$ cat config.mk
export PLATFORM = sky130hd
export DESIGN_NAME = irq_pending_clear_and_priority
export DESIGN_NICKNAME = d
export VERILOG_FILES = /design/src/irq_ctrl_pkg.sv /design/src/irq_pending_clear_and_priority.sv
export SDC_FILE = /design/constraint.sdc
export NUM_CORES = 1
export LEC_CHECK = 0
export BUFFER_PORTS_ARGS = -buffer_cell sky130_fd_sc_hd__buf_2
export CORE_MARGIN = 3
export CORE_UTILIZATION = 45
export DETAILED_ROUTE_END_ITERATION = 7
export PLACE_DENSITY_LB_ADDON = 0.2
export SYNTH_ARGS = -nofsm -noshare
export SYNTH_HDL_FRONTEND = slang
export SYNTH_SLANG_ARGS = --single-unit
$ cat constraint.sdc
create_clock -name CLOCK -period 10.2 [get_ports CLOCK]
set_input_delay 0 -clock CLOCK [delete_from_list [all_inputs] [get_ports CLOCK]]
set_output_delay 0 -clock CLOCK [all_outputs]
set_load 0.005 [all_outputs]
$ cat src/irq_ctrl_pkg.sv
// irq_ctrl_pkg: shared constants for the pending-clear and priority block
// assumes a 32-bit Avalon-MM slave with byte addresses and 32 interrupt lines
package irq_ctrl_pkg;

  // interrupt count and field sizes
  localparam int NUM_IRQ = 32;
  localparam int IRQ_NUM_W = 5;
  localparam int PRIO_FIELD_W = 8;
  localparam int PRIO_STORED_W = 2;
  localparam int PRIO_STORED_LSB = 6;
  localparam int FIELDS_PER_REG = 4;
  localparam int NUM_PRIO_REGS = 8;
  localparam int ADDR_W = 8;
  localparam int DATA_W = 32;

  // register byte addresses
  localparam logic [7:0] OFF_PENDING_CLEAR = 8'h00;
  localparam logic [7:0] OFF_SENSE_LEVEL = 8'h04;
  localparam logic [7:0] OFF_EVENT_STATUS = 8'h08;
  localparam logic [7:0] OFF_EVENT_ENABLE = 8'h0c;
  localparam logic [7:0] OFF_EVENT_CLEAR = 8'h10;
  localparam logic [7:0] OFF_ACTIVE_STATUS = 8'h14;
  localparam logic [7:0] OFF_PRIORITY_BASE = 8'h20;
  localparam logic [7:0] OFF_PRIORITY_LAST = 8'h3c;

  // event status bit positions
  localparam int EVT_NEW_PENDING = 0;
  localparam int EVT_CLEARED = 1;
  localparam int EVT_BITS = 2;

  // reset values and the value read at unmapped addresses
  localparam logic [1:0] PRIO_RESET = 2'h0;
  localparam logic [31:0] SENSE_RESET = 32'h0000_0000;
  localparam logic [31:0] READ_UNMAPPED = 32'h0000_0000;

  // bus answer phases
  typedef enum logic [0:0] {BUS_IDLE, BUS_ANSWER} bus_phase_t;

endpackage

$ cat src/irq_pending_clear_and_priority.sv
// irq_pending_clear_and_priority: pending/active latching, pending-clear register,
// priority registers and highest-priority selection for 32 interrupt lines
// assumes the core reports handler entry and return as one-cycle strobes on CLOCK,
// and interrupt lines may come from any domain (they are synchronised here)
module irq_pending_clear_and_priority
  import irq_ctrl_pkg::*;
(
  input wire logic CLOCK,
  input wire logic RST,
  input wire logic CLOCK_EN,
  input wire logic [31:0] IRQ_LINE,
  input wire logic HANDLER_ENTER,
  input wire logic [4:0] HANDLER_ENTER_NUM,
  input wire logic HANDLER_RETURN,
  input wire logic [4:0] HANDLER_RETURN_NUM,
  input wire logic [7:0] AVS_ADDRESS,
  input wire logic AVS_READ,
  input wire logic AVS_WRITE,
  input wire logic [31:0] AVS_WRITEDATA,
  input wire logic [3:0] AVS_BYTEENABLE,
  output logic [31:0] AVS_READDATA,
  output logic AVS_WAITREQUEST,
  output logic [31:0] PENDING,
  output logic [31:0] ACTIVE,
  output logic BEST_VALID,
  output logic [4:0] BEST_NUM,
  output logic [7:0] BEST_PRIORITY,
  output logic EVENT_IRQ
);

  // line synchronisers: three stages, a change counts once stages two and three agree
  logic [31:0] sync1;
  logic [31:0] sync2;
  logic [31:0] sync3;
  logic [31:0] line_level;
  logic [31:0] line_prev;
  logic [31:0] line_rise;

  // register state
  logic [31:0] pending;
  logic [31:0] active;
  logic [31:0] sense_level;
  logic [1:0] prio [NUM_IRQ];
  logic [EVT_BITS-1:0] event_status;
  logic [EVT_BITS-1:0] event_enable;

  // bus state
  bus_phase_t phase;
  logic [31:0] read_word;

  // decoded accesses, valid only in the first cycle of a request
  logic take;
  logic wr_pending_clear;
  logic wr_sense;
  logic wr_enable;
  logic wr_event_clear;
  logic wr_prio;
  logic [2:0] prio_index;
  logic [31:0] clear_mask;

  // per-interrupt next state
  logic [31:0] set_pend;
  logic [31:0] clear_pend;
  logic [31:0] next_pending;
  logic [31:0] next_active;

  // selection result
  logic next_best_valid;
  logic [4:0] next_best_num;
  logic [1:0] next_best_prio;

  // stage one is read only by stage two
  always_ff @(posedge CLOCK) begin
    if (RST) begin
      sync1 <= '0;
      sync2 <= '0;
      sync3 <= '0;
    end else if (CLOCK_EN) begin
      sync1 <= IRQ_LINE;
      sync2 <= sync1;
      sync3 <= sync2;
    end
  end

  // filtered line level: only moves on lines whose last two samples agree
  always_ff @(posedge CLOCK) begin
    if (RST) begin
      line_level <= '0;
      line_prev <= '0;
    end else if (CLOCK_EN) begin
      // agreeing stages load the level, disagreeing ones hold it, so a line can also fall
      line_level <= (line_level & (sync2 ^ sync3)) | (sync3 & ~(sync2 ^ sync3));
      line_prev <= line_level;
    end
  end

  // rise detector idles low like the lines, so leaving reset makes no false edge
  assign line_rise = line_level & ~line_prev;

  // bus decode: a request is taken in its first cycle, answered in the next
  assign take = (AVS_READ | AVS_WRITE) && (phase == BUS_IDLE);
  assign wr_pending_clear = take && AVS_WRITE && (AVS_ADDRESS == OFF_PENDING_CLEAR);
  assign wr_sense = take && AVS_WRITE && (AVS_ADDRESS == OFF_SENSE_LEVEL);
  assign wr_enable = take && AVS_WRITE && (AVS_ADDRESS == OFF_EVENT_ENABLE);
  assign wr_event_clear = take && AVS_WRITE && (AVS_ADDRESS == OFF_EVENT_CLEAR);
  assign wr_prio = take && AVS_WRITE && (AVS_ADDRESS >= OFF_PRIORITY_BASE)
                   && (AVS_ADDRESS <= OFF_PRIORITY_LAST) && (AVS_ADDRESS[1:0] == 2'h0);
  assign prio_index = 3'((AVS_ADDRESS - OFF_PRIORITY_BASE) >> 2);

  // byte enables gate the clear mask so a partial write clears only its lanes
  always_comb begin
    clear_mask = '0;
    for (int b = 0; b < 4; b++) begin
      if (AVS_BYTEENABLE[b]) begin
        clear_mask[b*8 +: 8] = AVS_WRITEDATA[b*8 +: 8];
      end
    end
    if (!wr_pending_clear) begin
      clear_mask = '0;
    end
  end

  // pending and active update per interrupt; detection beats a clear in the same cycle
  always_comb begin
    for (int i = 0; i < NUM_IRQ; i++) begin
      // level: asserted while not active; pulse: rising edge at any time
      set_pend[i] = sense_level[i] ? (line_level[i] && !active[i]) : line_rise[i];
      // a level line still asserted makes the clear a no-op
      clear_pend[i] = clear_mask[i] && !(sense_level[i] && line_level[i]);
      next_pending[i] = pending[i];
      next_active[i] = active[i];
      if (clear_pend[i]) begin
        next_pending[i] = 1'b0;
      end
      if (HANDLER_ENTER && (HANDLER_ENTER_NUM == IRQ_NUM_W'(i)) && pending[i]) begin
        next_pending[i] = 1'b0;
        next_active[i] = 1'b1;
      end
      if (HANDLER_RETURN && (HANDLER_RETURN_NUM == IRQ_NUM_W'(i))) begin
        next_active[i] = 1'b0;
      end
      // a level line re-pends only while its handler is not active, so entry takes it
      if (set_pend[i] && !(sense_level[i] && next_active[i])) begin
        next_pending[i] = 1'b1;
      end
    end
  end

  // state flops; the clear path never touches active
  always_ff @(posedge CLOCK) begin
    if (RST) begin
      pending <= '0;
      active <= '0;
    end else if (CLOCK_EN) begin
      pending <= next_pending;
      active <= next_active;
    end
  end

  // sense register: one selects level-sensitive, zero selects pulse
  always_ff @(posedge CLOCK) begin
    if (RST) begin
      sense_level <= SENSE_RESET;
    end else if (CLOCK_EN && wr_sense) begin
      sense_level <= AVS_WRITEDATA;
    end
  end

  // priority storage: two bits per field, word writes only
  always_ff @(posedge CLOCK) begin
    if (RST) begin
      for (int i = 0; i < NUM_IRQ; i++) begin
        prio[i] <= PRIO_RESET;
      end
    end else if (CLOCK_EN && wr_prio && (AVS_BYTEENABLE == 4'hf)) begin
      for (int lane = 0; lane < FIELDS_PER_REG; lane++) begin
        // field M sits in register M/4, lane M%4; low six bits are dropped
        prio[prio_index * FIELDS_PER_REG + lane] <=
          AVS_WRITEDATA[lane*PRIO_FIELD_W + PRIO_STORED_LSB +: PRIO_STORED_W];
      end
    end
  end

  // event flags: a new pending or a clear-pending hit; the set wins over a clear
  always_ff @(posedge CLOCK) begin
    if (RST) begin
      event_status <= '0;
    end else if (CLOCK_EN) begin
      event_status <= (event_status & ~(wr_event_clear ? AVS_WRITEDATA[EVT_BITS-1:0] : '0))
                      | {|(clear_pend & pending), |(next_pending & ~pending)};
    end
  end

  // event enable: plain read-write mask over the event flags
  always_ff @(posedge CLOCK) begin
    if (RST) begin
      event_enable <= '0;
    end else if (CLOCK_EN && wr_enable) begin
      event_enable <= AVS_WRITEDATA[EVT_BITS-1:0];
    end
  end

  assign EVENT_IRQ = |(event_status & event_enable);

  // lowest value wins, lowest number breaks a tie; only pending and not active compete
  always_comb begin
    next_best_valid = 1'b0;
    next_best_num = '0;
    next_best_prio = '1;
    for (int i = 0; i < NUM_IRQ; i++) begin
      if (pending[i] && !active[i]
          && (!next_best_valid || (prio[i] < next_best_prio))) begin
        next_best_valid = 1'b1;
        next_best_num = IRQ_NUM_W'(i);
        next_best_prio = prio[i];
      end
    end
  end

  // selection registered to keep the 32-way compare off the core's timing path
  always_ff @(posedge CLOCK) begin
    if (RST) begin
      BEST_VALID <= 1'b0;
      BEST_NUM <= '0;
      BEST_PRIORITY <= '0;
    end else if (CLOCK_EN) begin
      BEST_VALID <= next_best_valid;
      BEST_NUM <= next_best_num;
      BEST_PRIORITY <= {next_best_prio, 6'h00};
    end
  end

  // state outputs come straight from the flops
  assign PENDING = pending;
  assign ACTIVE = active;

  // read mux, captured in the take cycle
  always_comb begin
    read_word = READ_UNMAPPED;
    if (AVS_ADDRESS == OFF_PENDING_CLEAR) begin
      read_word = pending;
    end else if (AVS_ADDRESS == OFF_SENSE_LEVEL) begin
      read_word = sense_level;
    end else if (AVS_ADDRESS == OFF_EVENT_STATUS) begin
      read_word = {30'h0, event_status};
    end else if (AVS_ADDRESS == OFF_EVENT_ENABLE) begin
      read_word = {30'h0, event_enable};
    end else if (AVS_ADDRESS == OFF_ACTIVE_STATUS) begin
      read_word = active;
    end else if ((AVS_ADDRESS >= OFF_PRIORITY_BASE) && (AVS_ADDRESS <= OFF_PRIORITY_LAST)
                 && (AVS_ADDRESS[1:0] == 2'h0)) begin
      for (int lane = 0; lane < FIELDS_PER_REG; lane++) begin
        read_word[lane*PRIO_FIELD_W + PRIO_STORED_LSB +: PRIO_STORED_W] =
          prio[prio_index * FIELDS_PER_REG + lane];
      end
    end
  end

  // one wait state: answer comes the cycle after the request is taken
  always_ff @(posedge CLOCK) begin
    if (RST) begin
      phase <= BUS_IDLE;
    end else if (CLOCK_EN) begin
      case (phase)
        BUS_IDLE: begin
          if (take) begin
            phase <= BUS_ANSWER;
          end
        end
        BUS_ANSWER: begin
          phase <= BUS_IDLE;
        end
        default: begin
          phase <= BUS_IDLE;
        end
      endcase
    end
  end

  // read data latched at take and held, so it still stands in the answer cycle
  always_ff @(posedge CLOCK) begin
    if (RST) begin
      AVS_READDATA <= '0;
    end else if (CLOCK_EN && take) begin
      AVS_READDATA <= AVS_READ ? read_word : '0;
    end
  end

  // waitrequest low only in the answer cycle
  assign AVS_WAITREQUEST = !(phase == BUS_ANSWER);

endmodule

* Word-level counts from Yosys, hierarchy flattened
Memories as Yosys holds them, arrays and structs flattened. Cells that the tools add are included.
Operators by class: bitwise logic cells 16, muxes and demuxes 329, equality and inequality tests 68, $lt $le $gt $ge 33, add/subtract/negate cells 4, reductions and logical operators 505
Operators by type and width (count):
- $logic_and A1 B1 Y1 | 335
- $mux W1 | 235
- $mux W32 | 6
- $mux W5 | 34
- $and A32 B32 Y32 | 5
- $eq A5 B5 Y1 const B | 32
- $logic_not A1 Y1 | 128
- $not A32 Y32 | 3
- $mux W2 | 45
- $eq A5 B4 Y1 const B | 16
- $reduce_or A32 Y1 | 2
- $lt A2 B2 Y1 | 31
- $eq A5 B3 Y1 const B | 8
- $mux W8 | 4
- $or A32 B32 Y32 | 1
- $xor A32 B32 Y32 | 1
- $logic_or A1 B1 Y1 | 31
- $mux W6 | 4
- $eq A5 B2 Y1 const B | 4
- $eq A8 B4 Y1 const B | 2
- $eq A8 B5 Y1 const B | 2
- $add A5 B2 Y5 const B | 2
- $eq A5 B1 Y1 const B | 2
- $logic_not A5 Y1 | 2
- other kinds (15) | 20
Word-level totals: bits in writable memories 64, output and inout port bits 112, memories kept 1, input port bits 93, logic and storage cells 971, register bits after elaboration 301
Memory list:
- prio | depth 32, bits a word 2, read ports 36, clocked after Yosys merged registers in 0, write ports 32, line irq_pending_clear_and_priority.sv:43 | logic [1:0] prio [NUM_IRQ];

* Depth between registers and ports, before layout
Gate-level depths: netlist of the first run.
word-level depth 127, gate-level depth with buffers 33

* Worst setup path before layout of the first run
No wires, ideal clock.
path kind register -> register, start point reg active[1], in the netlist ACTIVE[1], end point reg BEST_NUM[4], clock period less this slack 7.560 ns, path buffers 0, setup slack 2.640 ns, data required time 10.059 ns, cell stages (with the launch flop) 30, library setup time 0.141 ns, arrival 7.420 ns, cells stage by stage dfxtp_1 -> or3b_1 -> nand4_2 -> or4_4 -> or4_4 -> or3_4 -> or3_4 -> a21o_1 -> or2_4 -> nor2_4 -> o21ai_2 -> o21bai_1 -> nor2_1 -> inv_1 -> ha_1 -> o41a_4 -> mux2i_4 -> ha_1 -> or2_2 -> a21oi_1 -> nor2_1 -> a21o_1 -> mux2_2 -> ha_1 -> o21bai_1 -> a22oi_1 -> and3_1 -> a21oi_1 -> nor4b_4 -> a311oi_2
On the way: longest elaborated chain between the ends 124
RTL lines:
- start: declaration | line irq_pending_clear_and_priority.sv:41 | logic [31:0] active;
- start signal: assignment | line irq_pending_clear_and_priority.sv:156 | active <= next_active;
- $logic_not A1 Y1 * | line irq_pending_clear_and_priority.sv:211 | if (pending[i] && !active[i]
- $logic_and A1 B1 Y1 * | line irq_pending_clear_and_priority.sv:211
- $logic_and A1 B1 Y1 * | line irq_pending_clear_and_priority.sv:212 | && (!next_best_valid || (prio[i] < next_best_prio))) begin
- $mux W2 or $mux W1 (tied branches) | line irq_pending_clear_and_priority.sv:211
- $lt A2 B2 Y1 or $logic_not A1 Y1 (tied branches) | line irq_pending_clear_and_priority.sv:212
- $logic_or A1 B1 Y1 | line irq_pending_clear_and_priority.sv:212
- $logic_and A1 B1 Y1 | line irq_pending_clear_and_priority.sv:212
- $mux W2 or $mux W1 (tied branches) | line irq_pending_clear_and_priority.sv:211
- (+108 left out)
- $lt A2 B2 Y1 or $logic_not A1 Y1 (tied branches) | line irq_pending_clear_and_priority.sv:212
- $logic_or A1 B1 Y1 | line irq_pending_clear_and_priority.sv:212
- $logic_and A1 B1 Y1 | line irq_pending_clear_and_priority.sv:212
- $mux W2 or $mux W1 (tied branches) | line irq_pending_clear_and_priority.sv:211
- $lt A2 B2 Y1 or $logic_not A1 Y1 (tied branches) | line irq_pending_clear_and_priority.sv:212
- $logic_or A1 B1 Y1 | line irq_pending_clear_and_priority.sv:212
- $logic_and A1 B1 Y1 | line irq_pending_clear_and_priority.sv:212
- $mux W5 * | line irq_pending_clear_and_priority.sv:211
- end signal: assignment | line irq_pending_clear_and_priority.sv:228 | BEST_NUM <= next_best_num;
- end: declaration | line irq_pending_clear_and_priority.sv:26 | output logic [4:0] BEST_NUM,
Mark *: on every way between the ends. The rest lies on a longest branch, timed or not. A chain may end at the register's enable or synchronous reset.

* Worst setup path after layout of the first run
start point reg pending[1], in the netlist PENDING[1], end point reg BEST_NUM[4]
On the way: longest elaborated chain between the ends 123
RTL lines:
- start: declaration | line irq_pending_clear_and_priority.sv:40 | logic [31:0] pending;
- start signal: assignment | line irq_pending_clear_and_priority.sv:155 | pending <= next_pending;
- $logic_and A1 B1 Y1 * | line irq_pending_clear_and_priority.sv:211
- $logic_and A1 B1 Y1 * | line irq_pending_clear_and_priority.sv:212
- $mux W2 or $mux W1 (tied branches) | line irq_pending_clear_and_priority.sv:211
- $lt A2 B2 Y1 or $logic_not A1 Y1 (tied branches) | line irq_pending_clear_and_priority.sv:212
- $logic_or A1 B1 Y1 | line irq_pending_clear_and_priority.sv:212
- $logic_and A1 B1 Y1 | line irq_pending_clear_and_priority.sv:212
- $mux W2 or $mux W1 (tied branches) | line irq_pending_clear_and_priority.sv:211
- $lt A2 B2 Y1 or $logic_not A1 Y1 (tied branches) | line irq_pending_clear_and_priority.sv:212
- (+107 left out)
- $lt A2 B2 Y1 or $logic_not A1 Y1 (tied branches) | line irq_pending_clear_and_priority.sv:212
- $logic_or A1 B1 Y1 | line irq_pending_clear_and_priority.sv:212
- $logic_and A1 B1 Y1 | line irq_pending_clear_and_priority.sv:212
- $mux W2 or $mux W1 (tied branches) | line irq_pending_clear_and_priority.sv:211
- $lt A2 B2 Y1 or $logic_not A1 Y1 (tied branches) | line irq_pending_clear_and_priority.sv:212
- $logic_or A1 B1 Y1 | line irq_pending_clear_and_priority.sv:212
- $logic_and A1 B1 Y1 | line irq_pending_clear_and_priority.sv:212
- $mux W5 * | line irq_pending_clear_and_priority.sv:211
Marked as above.

==> impl_metrics.toml, run 1 <==
[status]
status = "finished clean"

[setup_path]
start_kind = "flip-flop"
cp_data_arrival_time_ns = 8.89
crit_path_top_delay_cell = "o31ai_1"
end_kind = "flip-flop"
cp_max_fo = 10
crit_type = "flip-flop to flip-flop"
crit_path_frequent_cell = "a21oi_1"
cpPeakStageDelay_ns = 0.62
worstPathRequired_ns = 10.58

[sta]
rsz0062_at_grt = "no"
finalCritPeriodShare_pct = 83.38
period_needed_ns = 8.505
skew_ns = 0.01324
fmax_mhz = 117.6
setup_viol = 0
hold_viol = 0
tightest_slew_ns = 1.021
setup_tns_ns = 0
slew_viol_final = 0
slew_headroom_pct = 31.74

[synth]
ys_warn_count = 0
synth_cell_types = 97
yosys-top-cells-area = "dfxtp_1, edfxtp_1, mux2i_1"
seq_area_frac_synth_pct = 40.23
yosysMostFrequentCell = "nor2_1"
synth_edf_count = 64
synth_seq_cells = 365
yosysTopAreaCell = "dfxtp_1"
async_reset_ff_share_pct = 0
syn_area_um2 = 19760
ys.flop_type = "dfxtp_1"
synth_common_cells = "nor2_1, dfxtp_1, nand2_1"
synth_top_area_share_pct = 30.50
syn_area_per_cell_um2 = 8.472
netlist_instances = 2332

[grt]
grt_first_pass_wirelength_mm = 107.5
grt_max_degree = 153
first_global_vias = 17763
antenna_found_initial = 6
gr-usage-all-layers_pct = 29.40
grt_overflow = 0

[cts]
clockBufferDepth = 3
cts.sinks = 365
clkTransAtPathRegs_ns = 0.06
cts_tree = "done"
htree_levels = 2
cts_buffers = 40
cts_resized = 0
clkLatencyLatePin_ns = 0.54
clockRootBuffer = "clkbuf_16"

[die]
die_area_um2 = 46460
rows = 76
ios = 205
die_h_um = 215.5
fp.dieW_um = 215.5
core_um2 = 43270
initial_core_util_pct = 45.67

[pwr]
vdd_drop_max_uv = 122.5
p_leak_nw = 9.711
p_per_area_nw_per_um2 = 136.7

[flow_run]
maxCapViolCount = 0

[placement]
io_buffers = 198
dp_hpwl_mm = 51.97
gp_congestion = 0.9914

[detailed_routing]
vias_per_cell = 6.027
routed_wl_mm = 70.93
ant_nets = 0
wl_per_cell_um = 22.38
drcViolationCount = 0
dr_total_vias = 19099
dr.pass1.iters = 5
drt_iter0_markers = 1969

[layout]
fin_nets = 2649
drive_above_1_share_pct = 13.67
syn2layout_area_growth_pct = 17.98
final_util_pct = 53.88

[worst_hold_path]
hold_path_class = "input pin to flip-flop"
==> path summary, 6_finish.rpt <==
path | to | cells past startpoint | from | slack (ns)
max | BEST_NUM[4] | 31 | PENDING[1] | 1.69
min | BEST_NUM[2] | 3 | CLOCK_EN | 0.009
max reg2reg | BEST_NUM[4] | 31 | PENDING[1] | 1.69
min reg2reg | flip-flop | 2 | sync3[31] | 0.45
==> timing repair <==
| action | CTS | global route |
|---|---|---|
| hold endpoints to repair | 179 | 0 |
| setup endpoints to repair | 0 | 0 |
| setup buffers | 0 | 0 |
| hold buffers | 80 | 0 |
==> through the flow <==
step	total power, W	instances	hold slack [ns]	setup WS (ns)	instance area (um2)
after floorplan	0.001684	2337	0.1360	2.640	19780
after detailed placement	0.001775	3016	0.2408	1.799	21230
after CTS	0.003203	3167	0.01604	1.764	23310
after global placement	0.001770	3016	0.2347	2.097	21230
after global routing	0.003284	3167	0.05743	0.9963	23310
final	0.003186	3169	0.008705	1.695	23310
==> critical path, delay by kind of cell, from the launching register on <==
kind	cells	cell delay (ns)
AO/OA/AOI/OAI	18	4.51
AND/OR/NAND/NOR	9	2.25
adder cells (fa/ha/maj)	2	0.55
multiplexers	2	0.52
flip-flops	1	0.51
==> metal layers <==
layer | wire (um) | part of all wire (%) | global-route usage (%)
met5 | 41 | 0.058 | 0
met1 | 30320 | 43 | 40.33
met2 | 31100 | 44 | 45.34
met3 | 6154 | 8.7 | 5.562
met4 | 3325 | 4.7 | 12.95
==> sequential cells by signal, indices dropped and copies added (netlist names), 5 cells and up, named ones only <==
signal / flops
ACTIVE: 32
AVS_READDATA: 32
BEST_NUM: 5
PENDING: 32
line_prev: 32
prio: 64
sense_level: 32
sync1: 32
sync2: 32
sync3: 32
==> power by group <==
| group | switching (W) | internal (W) | leakage, nW |
|---|---|---|---|
| sequential | 0.0000308 | 0.00149 | 3.08 |
| clock | 0.000580 | 0.000835 | 0.626 |
| combinational | 0.000149 | 0.0000982 | 6.00 |
==> cell usage in the layout, fill, tap and decap left out, types with 41 or more instances in the layout <==
cell	synthesis	final
mux2i_1	151	151
dfxtp_1	301	301
o21ai_0	121	121
nand2b_1	42	42
a22o_1	57	57
and2_1	75	75
a21o_1	52	52
buf_2	2	196
nand2_1	292	292
dlygate4sd3_1	0	80
edfxtp_1	64	64
nor2_1	309	306
a21oi_1	173	173
and3_1	47	47
clkbuf_16	0	41
==> area by class of cell <==
class,count,area (um2)
multi-input cells,1810,11220
flip-flops and latches,365,7948
clock buffers,60,1157
well taps,585,732.0
repair buffers,302,2004
inverters,34,127.6
diodes,2,5.005
clock inverters,11,115.1
fillers,4058,19960
==> cells by family after synthesis <==
logic type / share of synthesized area (%)
AND/OR/NAND/NOR: 21.82
AO/OA/AOI/OAI: 24.24
flip-flops: 40.23
multiplexers: 9.645
buffers and inverters: 3.204
adder cells (fa/ha/maj): 0.8486
other: 0.01898
No activity file was read; power rests on OpenSTA's default activity.
==> run 2: changes to the inputs <==
Clock period 10.2 ns to 8.45 ns, I/O delays scaled along.
==> impl_metrics.toml, run 2 (synthesized netlist as in run 1, its figures left out) <==
[setup_path]
start_kind = "flip-flop"
cp_data_arrival_time_ns = 8.46
rrSetupSlack_ns = 0.41
cp_max_fo = 8
timing.rr.end = "BEST_PRIORITY[7]"
worstPathRequired_ns = 8.86
crit_path_frequent_cell = "a21o_1"
end_kind = "flip-flop"
worstRegToRegCells = 32
crit_type = "flip-flop to flip-flop"
cpPeakStageDelay_ns = 0.62
crit_path_top_delay_cell = "or4_4"
rr_startpoint = "ACTIVE[0]"

[detailed_routing]
drcViolationCount = 0
routed_wl_mm = 71.61
ant_nets = 0
vias_per_cell = 6.065
dr_total_vias = 19395
drt_iter0_markers = 2104
dr.pass1.iters = 6
wl_per_cell_um = 22.39

[grt]
grt_overflow = 0
antenna_found_initial = 5
met2_usage_pct = 45.51
grt_max_degree = 226
top_usage_layer = "met2"
gr-usage-all-layers_pct = 29.57
grt_first_pass_wirelength_mm = 107.8
globalRouteMet1Util_pct = 40.46
use_met3_pct = 5.998
first_global_vias = 18070

[layout]
regMostFlops = "prio"
fill_cells = 3959
regArea_um2 = 7948
final_cell_mix = "nor2_1, dfxtp_1, nand2_1, buf_2, a21oi_1"
largest_register_ffs = 64
syn2layout_area_growth_pct = 19.63
final_common_cell = "nor2_1"
multiInputGateArea_um2 = 11290
drive_above_1_share_pct = 14.74
final_cells = 3198
fin_nets = 2681

[cts]
cts.sinks = 365
clockBufferDepth = 3
clkTransAtPathRegs_ns = 0.06
clockRootBuffer = "clkbuf_16"
clkLatencyLatePin_ns = 0.56
htree_levels = 2
cts_tree = "done"
cts_buffers = 40

[pwr]
power.total_w = 0.003854
p_leak_nw = 9.873
p_per_area_nw_per_um2 = 163.1
vdd_drop_max_uv = 180.8

[sta]
fmax_mhz = 124.3
tightest_slew_ns = 1.122
skew_ns = 0.02533
setup_slack_ns = 0.4052
finalCritPeriodShare_pct = 95.20
period_needed_ns = 8.045
slew_headroom_pct = 24.65
setup_viol = 0
slew_viol_final = 0
hold_viol = 0

[status]
status = "finished clean"

[die]
die_area_um2 = 46460
die_h_um = 215.5
ios = 205
fp.dieW_um = 215.5
initial_core_util_pct = 45.67
rows = 76
core_um2 = 43270

[placement]
io_buffers = 198
gp_congestion = 1.009
dp_cells = 3033
preCtsSetupSlack_ns = 0.2734
dp_hpwl_mm = 51.70

[worst_hold_path]
whs_endpoint = "PENDING[27]"
hold-path-cell-count = 5
hold_start = "HANDLER_ENTER_NUM[0]"
hold_path_class = "input pin to flip-flop"

[flow_run]
maxCapViolCount = 0
==> run 2: power by group <==
part	internal, W	switching, W
Combinational	0.000125	0.000183
Clock	0.000985	0.000725
Sequential	0.00180	0.0000348
Total	0.00291	0.000943
==> run 2: final cells by class <==
class / count / share of cell area [%]
timing repair buffer: 334 / 9.634
sequential: 365 / 33.62
tap: 585 / 3.097
clock inverter: 13 / 0.4552
inverter: 34 / 0.5399
multi-input combinational: 1810 / 47.75
clock buffer: 56 / 4.886
antenna: 1 / 0.01059
==> run 2: critical path, delay by kind of cell (launching register included) <==
| family | cells | cell delay [ns] |
|---|---|---|
| muxes | 2 | 0.48 |
| DFF | 1 | 0.44 |
| adders and majority gates | 2 | 0.59 |
| and+or+nand+nor | 12 | 3.44 |
| AOI/OAI and AO/OA | 15 | 2.72 |
| buffers and inverters | 1 | 0.18 |
==> run 2: how the worst max path moves through the flow <==
stage	start	end	cells past startpoint
after floorplan	ACTIVE[1]	BEST_NUM[4]	29
after global placement	prio[0][1]	BEST_NUM[4]	29
after detailed placement	ACTIVE[0]	BEST_PRIORITY[7]	30
after CTS	ACTIVE[0]	BEST_PRIORITY[7]	30
after global routing	ACTIVE[0]	BEST_PRIORITY[7]	31
final	ACTIVE[0]	BEST_PRIORITY[7]	32
==> run 2: through the flow <==
stage / instance area [um2] / setup TNS (ns) / util, % / hold WS (ns)
6_report: 23640 / 0 / 54.63 / 0.02393
5_1_grt: 23630 / -0.0009308 / 54.62 / 0.05684
4_1_cts: 23550 / 0 / 54.44 / 0.005427
3_5_place_dp: 21360 / 0 / 49.37 / 0.2434
3_3_place_gp: 21360 / 0 / 49.37 / 0.2341
2_1_floorplan: 19780 / 0 / - / 0.1360
==> run 2: routing by layer <==
| layer | wire [um] | part of all wire [%] |
|---|---|---|
| met5 | 69 | 0.096 |
| met2 | 31240 | 44 |
| met3 | 6613 | 9.2 |
| met1 | 30410 | 42 |
| met4 | 3278 | 4.6 |
==> run 2: what timing repair did <==
action / CTS / global route
gates resized for setup: 0 / 14
buffers inserted: 0 / 2
hold buffers: 93 / 0
endpoints found under the hold margin: 193 / 0
setup endpoints to repair: 0 / 5
==> run 3: changes to the inputs <==
Settings changed: CORE_ASPECT_RATIO set to 0.75, CTS_BUF_LIST set to sky130_fd_sc_hd__clkbuf_8 sky130_fd_sc_hd__clkbuf_16, GPL_ROUTABILITY_DRIVEN set to 0.
==> impl_metrics.toml, run 3 (synthesized netlist as in run 1, its figures left out) <==
[cts]
cts_tree = "done"
clockBufferDepth = 3
clkLatencyLatePin_ns = 0.57
cts.sinks = 365
clockRootBuffer = "clkbuf_16"
cts_buffers = 38
clkTransAtPathRegs_ns = 0.06
htree_levels = 2

[layout]
regMostFlops = "prio"
final_common_cell = "nor2_1"
final_cells = 3172
syn2layout_area_growth_pct = 19.09
final_cell_mix = "nor2_1, dfxtp_1, nand2_1, buf_2, a21oi_1"
drive_above_1_share_pct = 14.89
largest_register_ffs = 64
fin_nets = 2665

[die]
die_area_um2 = 46480
initial_core_util_pct = 46.27
rows = 65
fp.dieW_um = 248.0
die_h_um = 187.5
core_um2 = 42700
ios = 205

[sta]
holdWs_ns = -0.004518
finalCritPeriodShare_pct = 96.63
setup_tns_ns = 0
tightest_slew_ns = 1.083
period_needed_ns = 8.165
slew_headroom_pct = 27.63
slew_viol_final = 0
hold_viol = 1
setup_viol = 0
skew_ns = 0.03631
fmax_mhz = 122.5

[setup_path]
cpPeakStageDelay_ns = 0.62
worstPathRequired_ns = 8.85
start_kind = "flip-flop"
cp_data_arrival_time_ns = 8.56
crit_path_top_delay_cell = "or4_4"
end_kind = "flip-flop"
crit_path_frequent_cell = "ha_1"
crit_type = "flip-flop to flip-flop"
cp_max_fo = 7

[detailed_routing]
drt_iter0_markers = 2767
dr.pass1.iters = 8
routed_wl_mm = 73.32
wl_per_cell_um = 23.12
drcViolationCount = 0
vias_per_cell = 6.197
dr_total_vias = 19656
ant_nets = 0

[pwr]
vdd_drop_max_uv = 130.6
seqPwrFrac_pct = 47.3
combPwrFrac_pct = 8.0
sw_frac_of_total_pct = 25.01
p_per_area_nw_per_um2 = 165.2
p_int_w = 0.002915
power_switching_w = 0.0009724
p_leak_nw = 9.860
p_clk_share_pct = 44.7

[flow_run]
maxCapViolCount = 0

[worst_hold_path]
hold_path_class = "input pin to flip-flop"

[grt]
grt_first_pass_wirelength_mm = 109.6
gr-usage-all-layers_pct = 30.29
grt_max_degree = 206
first_global_vias = 18365
antenna_found_initial = 6
grt_overflow = 0

[placement]
dp_cells = 3010
io_buffers = 198
dp_hpwl_mm = 51.99

[status]
status = "complete, but fails checks"
violations = "hold timing"
-- run 3: cell count changes in the layout (fill, tap and decap cells not counted), moves of 3 or more --
cell,before,now
clkbuf_1,8,0
clkbuf_16,42,39
diode_2,1,4
dlygate4sd3_1,93,76
inv_1,33,44
-- run 3: worst max-delay path: cells and delay by family, from the launching register on --
kind / cells / cell delay [ns]
compound gates: 10 / 1.98
fa+ha+maj: 3 / 0.86
buf+inv: 1 / 0.08
flops: 1 / 0.47
mux: 2 / 0.49
simple gates: 14 / 4.09
-- run 3: repair_timing --
| action | CTS | global route |
|---|---|---|
| endpoints found under the hold margin | 148 | 0 |
| pin swaps | 0 | 7 |
| resized for setup | 2 | 15 |
| endpoints found under the setup margin | 4 | 6 |
| gates cloned | 0 | 0 |
| hold buffers | 76 | 0 |
| setup buffers | 0 | 12 |
-- run 3: layout make-up --
class | instances | area, um2
Antenna cell | 4 | 10.01
Clock buffer | 45 | 1059
Clock inverter | 25 | 232.7
Fill cell | 3874 | 19170
Inverter | 34 | 127.6
Multi-Input combinational cell | 1810 | 11300
Sequential cell | 365 | 7948
Tap cell | 569 | 711.9
Timing Repair Buffer | 320 | 2142
-- run 3: final timing paths --
kind | startpoint | endpoint | slack [ns] | depth (start not counted)
hold / removal | CLOCK_EN | BEST_NUM[3] | -0.005 | 3
setup reg to reg | ACTIVE[0] | BEST_NUM[2] | 0.28 | 30
setup / recovery | ACTIVE[0] | BEST_NUM[2] | 0.28 | 30
hold reg to reg | sync3[30] | flip-flop | 0.45 | 2
-- run 3: power groups by stage --
| stage | combinational (W) | sequential [W] | clock [W] |
|---|---|---|---|
| final | 0.000311 | 0.00184 | 0.00174 |
| after global routing | 0.000330 | 0.00184 | 0.00184 |
| after CTS | 0.000299 | 0.00184 | 0.00176 |
| after detailed placement | 0.000273 | 0.00187 | 0 |
| after global placement | 0.000269 | 0.00187 | 0 |
| after floorplan | 0.000175 | 0.00186 | 0 |
-- run 3: metal layers --
layer,global-route usage [%],vias up,wire [um],share of wire [%]
li1,-,8949,-,-
met1,41.47,9386,29840,41
met2,45.87,1157,32120,44
met3,8.197,162,8848,12
met4,10.72,2,2495,3.4
met5,0,-,14,0.019
-- run 3: through the flow --
stage / setup slack (ns) / instance area [um2] / hold WS, ns / utilization [%] / power [W]
final: 0.2846 / 23530 / -0.004518 / 55.11 / 0.003888
after global routing: -0.01413 / 23530 / 0.03274 / 55.10 / 0.004011
after CTS: 0.02400 / 23360 / 0.01268 / 54.70 / 0.003895
after detailed placement: 0.004337 / 21300 / 0.2414 / 49.88 / 0.002147
after global placement: 0.3939 / 21300 / 0.2414 / 49.88 / 0.002141
after floorplan: 0.8899 / 19780 / 0.1360 / - / 0.002033
